--- src/oasp_pkg.sv ---
// Constants and types for the OR and stack-pop execution block
package oasp_pkg;

	localparam logic [7:0] OASP_ESCAPE = 8'hA5;
	localparam logic [7:0] OASP_PORT_BASE = 8'h80;
	localparam logic [7:0] OASP_PORT_STEP = 8'h10;
	localparam logic [7:0] OASP_PORT_LAST = 8'hB0;
	localparam logic [7:0] OASP_SP_ADDR = 8'h81;
	localparam logic [15:0] OASP_SP_RESET = 16'h0007;
	localparam int OASP_CLOCK_HZ = 10_000_000;
	localparam logic [2:0] OASP_EXTRA_DIR_A = 3'h2;
	localparam logic [2:0] OASP_EXTRA_ONE = 3'h1;

	// Operation selected by the decoder
	typedef enum logic [3:0] {
		OASP_OP_NONE = 4'h0,
		OASP_OP_OR_DIR_A = 4'h1,
		OASP_OP_OR_DIR_IMM = 4'h2,
		OASP_OP_OR_A_IMM = 4'h3,
		OASP_OP_OR_A_DIR = 4'h4,
		OASP_OP_OR_A_IND = 4'h5,
		OASP_OP_OR_A_REG = 4'h6,
		OASP_OP_OR_EXT = 4'h7,
		OASP_OP_OR_CY_BIT = 4'h8,
		OASP_OP_OR_CY_NBIT = 4'h9,
		OASP_OP_POP8 = 4'hA,
		OASP_OP_POP16 = 4'hB
	} oasp_op_t;

	// Decoded instruction
	typedef struct packed {
		oasp_op_t op;
		logic [7:0] dir;
		logic [15:0] imm;
		logic wide;
	} oasp_dec_t;

	// Execution states, Gray coded along the path through OASP_WAIT
	typedef enum logic [2:0] {
		OASP_IDLE = 3'b000,
		OASP_READ = 3'b001,
		OASP_EXEC = 3'b011,
		OASP_WAIT = 3'b010,
		OASP_WRITE = 3'b110
	} oasp_state_t;

	// Data-memory access request
	typedef struct packed {
		logic rd;
		logic wr;
		logic [15:0] addr;
		logic [15:0] wdata;
		logic wide;
	} oasp_mem_t;

endpackage : oasp_pkg

--- src/oasp_decoder.sv ---
// Opcode decoder for OR and pop forms with escape-prefix handling
`timescale 1ns/1ps
module oasp_decoder
	import oasp_pkg::*;
(
	input wire logic source_mode_i,
	input wire logic escaped_i,
	input wire logic [7:0] opcode_i,
	input wire logic [7:0] sub_i,
	output oasp_op_t op_o
);
	logic ext_map;

	// In source mode the prefix swaps the maps back to the short forms
	assign ext_map = source_mode_i ^ escaped_i;

	always_comb begin
		op_o = OASP_OP_NONE;
		case (opcode_i)
			8'h42: op_o = OASP_OP_OR_DIR_A;
			8'h43: op_o = OASP_OP_OR_DIR_IMM;
			8'h44: op_o = OASP_OP_OR_A_IMM;
			8'h45: op_o = OASP_OP_OR_A_DIR;
			8'h72: op_o = OASP_OP_OR_CY_BIT;
			8'hA0: op_o = OASP_OP_OR_CY_NBIT;
			8'hD0: op_o = OASP_OP_POP8;
			8'hDA: begin
				if (ext_map) begin
					op_o = (sub_i[3:0] == 4'h8) ? OASP_OP_POP8 : OASP_OP_POP16;
				end
			end
			default: begin
				if (opcode_i[7:4] == 4'h4 && opcode_i[3:0] >= 4'hC) begin
					// Short register forms share this range in the other map
					op_o = ext_map ? OASP_OP_OR_EXT : OASP_OP_OR_A_REG;
				end else if (opcode_i[7:1] == 7'h23) begin
					op_o = ext_map ? OASP_OP_NONE : OASP_OP_OR_A_IND;
				end else if (opcode_i[7:3] == 5'h09) begin
					op_o = ext_map ? OASP_OP_NONE : OASP_OP_OR_A_REG;
				end
			end
		endcase
	end
endmodule : oasp_decoder

--- src/oasp_core.sv ---
// Execution unit for logical OR and stack pop
`timescale 1ns/1ps
module oasp_core
	import oasp_pkg::*;
(
	input wire logic clock_i,
	input wire logic resetn_i,
	input wire logic source_mode_i,
	input wire logic start_i,
	input wire logic [7:0] opcode_i,
	input wire logic [7:0] sub_i,
	input wire logic [7:0] dir_i,
	input wire logic [15:0] imm_i,
	input wire logic src_bit_i,
	input wire logic [15:0] reg_i,
	input wire logic [15:0] mem_rdata_i,
	input wire logic [7:0] port_latch_i,
	output oasp_mem_t mem_o,
	output logic [15:0] reg_wdata_o,
	output logic reg_we_o,
	output logic carry_flag_o,
	output logic [15:0] stack_pointer_o,
	output logic busy_o,
	output logic done_o
);
	typedef struct packed {
		oasp_state_t state;
		oasp_op_t op;
		logic escaped;
		logic [7:0] dir;
		logic [15:0] imm;
		logic [15:0] operand;
		logic [2:0] extra;
		logic carry_flag;
		logic [15:0] stack_pointer;
		oasp_mem_t mem;
		logic [15:0] reg_wdata;
		logic reg_we;
		logic done;
	} oasp_core_t;

	oasp_core_t s;
	oasp_core_t next_s;
	oasp_op_t dec_op;
	logic is_port;
	logic [15:0] src_val;
	logic bit_val;

	oasp_decoder oasp_decoder_inst (
		.source_mode_i(source_mode_i),
		.escaped_i(s.escaped),
		.opcode_i(opcode_i),
		.sub_i(sub_i),
		.op_o(dec_op)
	);

	// ----------------------------------------
	// Port detection and operand sourcing
	// ----------------------------------------
	assign is_port = (s.dir[3:0] == 4'h0) && (s.dir >= OASP_PORT_BASE)
		&& (s.dir <= OASP_PORT_LAST);

	// Reading the latch keeps a read-modify-write from copying pin loading
	assign src_val = is_port ? {8'h00, port_latch_i} : mem_rdata_i;
	assign bit_val = (s.op == OASP_OP_OR_CY_NBIT) ? ~src_bit_i : src_bit_i;

	// ----------------------------------------
	// Next-state logic
	// ----------------------------------------
	always_comb begin
		next_s = s;
		next_s.done = 1'b0;
		next_s.reg_we = 1'b0;
		next_s.mem.rd = 1'b0;
		next_s.mem.wr = 1'b0;
		case (s.state)
			OASP_IDLE: begin
				if (start_i) begin
					if (opcode_i == OASP_ESCAPE && !s.escaped) begin
						next_s.escaped = 1'b1;
					end else begin
						next_s.escaped = 1'b0;
						next_s.op = dec_op;
						next_s.dir = dir_i;
						next_s.imm = imm_i;
						next_s.extra = 3'h0;
						next_s.state = OASP_READ;
						if (dec_op == OASP_OP_POP8 || dec_op == OASP_OP_POP16) begin
							next_s.mem.rd = 1'b1;
							next_s.mem.addr = s.stack_pointer;
							next_s.mem.wide = (dec_op == OASP_OP_POP16);
						end else begin
							next_s.mem.rd = 1'b1;
							next_s.mem.addr = {8'h00, dir_i};
							next_s.mem.wide = 1'b0;
						end
					end
				end
			end
			OASP_READ: begin
				next_s.operand = src_val;
				next_s.state = OASP_EXEC;
				case (s.op)
					OASP_OP_OR_DIR_A: next_s.extra = is_port ? OASP_EXTRA_DIR_A : 3'h0;
					OASP_OP_OR_DIR_IMM: next_s.extra = is_port ? OASP_EXTRA_ONE : 3'h0;
					OASP_OP_OR_A_DIR: next_s.extra = is_port ? OASP_EXTRA_ONE : 3'h0;
					OASP_OP_OR_CY_BIT, OASP_OP_OR_CY_NBIT: begin
						next_s.extra = is_port ? OASP_EXTRA_ONE : 3'h0;
					end
					default: next_s.extra = 3'h0;
				endcase
			end
			OASP_EXEC: begin
				next_s.state = (s.extra != 3'h0) ? OASP_WAIT : OASP_WRITE;
			end
			OASP_WAIT: begin
				next_s.extra = s.extra - 3'h1;
				if (s.extra == 3'h1) begin
					next_s.state = OASP_WRITE;
				end
			end
			OASP_WRITE: begin
				next_s.state = OASP_IDLE;
				next_s.done = 1'b1;
				case (s.op)
					OASP_OP_OR_DIR_A, OASP_OP_OR_DIR_IMM: begin
						next_s.mem.wr = 1'b1;
						next_s.mem.addr = {8'h00, s.dir};
						next_s.mem.wide = 1'b0;
						next_s.mem.wdata = {8'h00, s.operand[7:0]
							| ((s.op == OASP_OP_OR_DIR_A) ? reg_i[7:0] : s.imm[7:0])};
					end
					OASP_OP_OR_A_IMM: begin
						next_s.reg_we = 1'b1;
						next_s.reg_wdata = reg_i | s.imm;
					end
					OASP_OP_OR_A_DIR, OASP_OP_OR_A_IND, OASP_OP_OR_A_REG, OASP_OP_OR_EXT: begin
						next_s.reg_we = 1'b1;
						next_s.reg_wdata = reg_i | s.operand;
					end
					OASP_OP_OR_CY_BIT, OASP_OP_OR_CY_NBIT: begin
						next_s.carry_flag = s.carry_flag | bit_val;
					end
					OASP_OP_POP8, OASP_OP_POP16: begin
						next_s.stack_pointer = s.stack_pointer
							- (s.op == OASP_OP_POP16 ? 16'h0002 : 16'h0001);
						if (s.dir == OASP_SP_ADDR) begin
							next_s.stack_pointer = s.operand;
						end else begin
							next_s.reg_we = 1'b1;
							next_s.reg_wdata = (s.op == OASP_OP_POP16)
								? s.operand : {8'h00, s.operand[7:0]};
						end
					end
					default: next_s.done = 1'b1;
				endcase
			end
			default: next_s.state = OASP_IDLE;
		endcase
	end

	always_ff @(posedge clock_i or negedge resetn_i) begin
		if (!resetn_i) begin
			s <= '0;
			s.stack_pointer <= OASP_SP_RESET;
		end else begin
			s <= next_s;
		end
	end

	assign mem_o = s.mem;
	assign reg_wdata_o = s.reg_wdata;
	assign reg_we_o = s.reg_we;
	assign carry_flag_o = s.carry_flag;
	assign stack_pointer_o = s.stack_pointer;
	assign busy_o = (s.state != OASP_IDLE);
	assign done_o = s.done;
endmodule : oasp_core

--- config.mk ---
export PLATFORM = sky130hd
export DESIGN_NAME = oasp_core
export DESIGN_NICKNAME = d
export VERILOG_FILES = /design/src/oasp_pkg.sv /design/src/oasp_decoder.sv /design/src/oasp_core.sv
export SDC_FILE = /design/constraint.sdc
export NUM_CORES = 1
export LEC_CHECK = 0
export BUFFER_PORTS_ARGS = -buffer_cell sky130_fd_sc_hd__buf_2
export CELL_PAD_IN_SITES_DETAIL_PLACEMENT = 1
export CELL_PAD_IN_SITES_GLOBAL_PLACEMENT = 2
export CORE_MARGIN = 10
export CORE_UTILIZATION = 26
export CTS_CLUSTER_DIAMETER = 60
export DETAILED_ROUTE_END_ITERATION = 12
export PLACE_DENSITY_LB_ADDON = 0.1
export SETUP_SLACK_MARGIN = 0.1
export SYNTH_ARGS = -nofsm -noshare
export SYNTH_HDL_FRONTEND = slang
export SYNTH_SLANG_ARGS = --single-unit
--- constraint.sdc ---
create_clock -name clock_i -period 4.4 [get_ports clock_i]
set_clock_uncertainty 0.2 [all_clocks]
set_input_delay 0.44 -clock clock_i [delete_from_list [all_inputs] [get_ports clock_i]]
set_output_delay 0.44 -clock clock_i [all_outputs]
set_load 0.005 [all_outputs]
-- Word-level counts from Yosys, hierarchy flattened
Index checks and enable logic that the tools add are counted.
- output and inout port bits: 71
- word-level logic and storage cells: 137
- bits of input ports: 85
- bits in registers: 113
- $add $sub $neg: 2
- muxes and demuxes: 44
- equal/unequal tests: 37
- bitwise operators: 7
- reductions and logical operators: 27
- $lt $le $gt $ge: 3
- operators with widths (kind ; number):
    $mux W16 ; 6
    $pmux W17 S3 ; 1
    $eq A8 B7 Y1 const B ; 5
    $eq A8 B8 Y1 const B ; 5
    $mux W34 ; 1
    $mux W32 ; 1
    $or A16 B16 Y16 ; 2
    $pmux W16 S2 ; 1
    $pmux W4 S8 ; 1
    $eq A4 B4 Y1 const B ; 7
    $mux W24 ; 1
    $eq A4 B3 Y1 const B ; 5
    $mux W3 ; 6
    $mux W17 ; 1
    $mux W4 ; 4
    $sub A16 B2 Y16 ; 1
    $mux W1 ; 12
    $pmux W3 S4 ; 1
    $reduce_and A3 Y1 ; 4
    $reduce_bool A3 Y1 ; 4
    $pmux W3 S3 ; 1
    $eq A4 B2 Y1 const B ; 2
    $ge A8 B8 Y1 const B ; 1
    $le A8 B8 Y1 const B ; 1
    29 further kinds ; 46

-- Longest topological paths before layout
- word-level depth: 12
- depth in mapped cells: 11
- depth with buffers taken out: 10

-- Hierarchy
From an unflattened synthesis, not the netlist that was laid out.
- cell total of the unflattened synthesis: 686
- area total of the unflattened synthesis: 6354.8 µm²
- modules (own cells, without submodules) (module ; area an instance (µm²) ; times used ; cells each ; sequential area each (µm²)):
    oasp_core ; 6124.6 ; 1 ; 651 ; 2831.5
    oasp_decoder ; 230.2 ; 1 ; 35 ; 0.0

-- Least setup slack after synthesis
Ideal clock, no wire load.
- kind: register -> register
- from: register s[115] (netlist name)
- to: register s, in the netlist stack_pointer_o[12]
- library setup time: 0.129 ns
- data required time: 4.071 ns
- buffers on the path: 1
- cell stages (with the launch flop): 12
- clock period less this slack: 3.074 ns
- setup slack: 1.326 ns
- arrival: 2.745 ns
- path through: dfrtp_1 > buf_2 > and3b_1 > nand2_1 > ha_1 > inv_1 > fa_1 > or4_1 > nor3_1 > a21oi_1 > o21ai_0 > o21ai_0
- longest elaborated chain between the ends: 4
- elaborated cells between the ends (all ways): 7
- classes of those cells: add/sub (1); eq/ne (2); mux (2); reduce/logical (2)
- ends and longest elaborated chain (element ; RTL line ; RTL):
    start: declaration ; oasp_core.sv:42 ; oasp_core_t s;
    start signal: assignment ; oasp_core.sv:167 ; s <= next_s;
    $eq A4 B4 Y1 ; oasp_core.sv:125, oasp_core.sv:146 ;
    $mux W2 ; oasp_core.sv:146 ; - (s.op == OASP_OP_POP16 ? 16'h0002 : 16'h0001);
    $sub A16 B2 Y16 ; oasp_core.sv:146 ;
    $mux W16 ; oasp_core.sv:147 ; if (s.dir == OASP_SP_ADDR) begin
Several ways; a longest one is shown, not always the timed one.
A chain may end at the register's enable or synchronous reset.

-- Final worst setup path
Ends and elaborated chain as after synthesis.

==> flow_summary.ini <==
[cells_and_area]
drive_gt1_share_pct = 24.69
final-seq-area_um2 = 2831
final_cell_mix = 142 x buf_2, 132 x nand2_1, 110 x dfrtp_1, 73 x a21oi_1, 71 x nor2_1
fin_util_pct = 31.22
finalNonFillerCells = 1142
final_common_cell = buf_2
final_nets = 897
area_growth_pct = 18.67
fillers = 2859
antennaDiodeCount = 0
multi_input_area_um2 = 2769

[place]
port_buffers = 143
dpl.hpwl_um = 15730
place_congestion = 0.7434
dp_cells = 1100

[global_route]
grt_max_degree = 64
grt_pass1_wl_um = 34680
grt_pass1_vias = 5972
overflow = 0
antenna_found_initial = 0
grtUsageTotal_pct = 14.30

[cts]
cts_max_level = 4
clk_latency_ns = 0.42
clk_pin_slew_ns = 0.05
postCtsSetupRepairBufs = 0
numCtsBuffers = 17
cts_tree = yes
cts-root-buf = clkbuf_16
clockBufferDepth = 2
cts.sinks = 113

[synthesis]
syn_avg_cell_area_um2 = 8.726
synth.distinct_cells = 67
synth_edf_count = 0
synth_cells = 729
async_flop_share_pct = 100.0
ys.flop_type = dfrtp_1
ys_ff_latch = 113
synthesis.area_um2 = 6361
ys_seq_area_share_pct = 44.51
yosys_warnings = 0

[timing]
fin_crit_ns = 3.657
rsz0062_at_grt = no
fmax_ghz = 0.2735
post-route-period-util_pct = 83.10
tns_ns = 0
hold_viol = 0
setup_viol = 0
relSlewSlack_pct = 24.64
hold_slack_ns = 0.02951
finalMaxSlewViolations = 0
worst_slew_pin_slew_ns = 1.130

[worst_setup_path]
required_ns = 4.47
critical_path_class = reg2reg
end_kind = register
startpoint_type = register
cp_max_fo = 8
crit_arrival_ns = 3.72

[die]
die_h_um = 176.4
coreArea_um2 = 24180
die_area_um2 = 31120
initial_core_util_pct = 26.31
die_w_um = 176.4
fp-row-count = 57
io_pins = 156

[pwr]
power_density_nw_per_um2 = 605.9
p_leak_nw = 3.445
max-vdd-ir-drop_mv = 0.3081
power.total_w = 0.004573

[route]
dr.pass1.iters = 7
vias = 5298
drtIter0Drc = 182
viasPerCell = 4.639
drcViolationCount = 0
routed_wl_um = 22010
antenna_left = 0
wl_per_cell_um = 19.28

[run_status]
status = finished, final reports clean

[min_path]
worstHoldPathType = in2reg

[run]
maxCapViolations = 0
[registers in the layout (all words and copies together) (netlist names)]
| name | cells |
|---|---|
| s | 51 |
| mem_o | 27 |
| reg_wdata_o | 16 |
| stack_pointer_o | 16 |
| carry_flag_o | 1 |
| done_o | 1 |
| reg_we_o | 1 |
[cell usage after synthesis, drive strengths merged, types with 9 or more instances]
master	n	share of area, %
a2111oi	9	1.2
a21oi	74	5.8
buf	93	11
clkbuf	18	1.1
dfrtp	110	43
inv	9	0.53
mux2i	18	2.8
nand2	132	7.8
nand3	14	1.2
nor2	71	4.2
nor2b	11	1.1
nor3	10	0.87
o21ai	61	4.8
[area by class of cell]
type / count / share of cell area (%)
timing repair buffer: 162 / 11.93
clock inverter: 10 / 1.774
clock buffer: 21 / 6.232
tap: 324 / 5.370
sequential: 113 / 37.51
inverter: 10 / 0.4973
multi-input combinational: 502 / 36.68
[cell families after synthesis]
logic type      count (synthesis)  share of synthesized area (%)
compound gates                181                          16.84
xor+xnor                        6                         0.8263
fa+ha+maj                       6                          1.298
buf+inv                       121                          12.67
flops                         113                          44.51
mux                            18                          2.832
other cells                     1                        0.05895
simple gates                  283                          20.97
[routing by layer]
layer,GRT usage [%],part of all wire (%),vias to the layer above
met5,0,0,-
met4,3.993,0.91,0
met3,3.311,3.7,16
met2,25.63,52,100
met1,16.66,43,2594
li1,-,-,2588
[where the power goes]
part / leakage, nW / switching, W / internal (W) / total [W]
Combinational: 1.77 / 0.000806 / 0.000565 / 0.00137
Clock: 0.295 / 0.000505 / 0.000929 / 0.00143
Sequential: 1.38 / 0.000353 / 0.00142 / 0.00177
[worst max-delay path, cell delays in order (launching register included)]
cell and delay, ns:
dfrtp_1 0.49, and3b_1 0.28, nand2_1 0.23, ha_1 0.21, inv_1 0.05, fa_1 0.43, or4_1 0.63, nor3_1 0.53
a21oi_1 0.16, o21ai_0 0.18, o21ai_0 0.12
[timing repair]
item / CTS / global route
endpoints found under the setup margin: 0 / 0
gates resized for setup: 0 / 0
hold endpoints to repair: 57 / 0
hold buffers: 11 / 0
[path summary, 6_finish.rpt]
path	start	endpoint	slack [ns]	cells after the start
max reg2reg	s[115]	stack_pointer_o[12]	0.74	10
max in group asynchronous	resetn_i	s[83]	2.62	3
max	s[115]	stack_pointer_o[12]	0.74	10
min in group asynchronous	resetn_i	mem_o[21]	0.42	2
min	imm_i[4]	s[93]	0.03	3
min reg2reg	s[103]	s[103]	0.28	2
[through the flow]
| stage | setup WS [ns] | area (um^2) |
|---|---|---|
| 6_report | 0.7435 | 7548 |
| 3_3_place_gp | 0.8706 | 6834 |
| 4_1_cts | 0.7396 | 7548 |
| 3_5_place_dp | 0.7612 | 6834 |
| 2_1_floorplan | 1.326 | 6387 |
| 5_1_grt | 0.4662 | 7548 |
No activity file was read; power rests on OpenSTA's default activity.
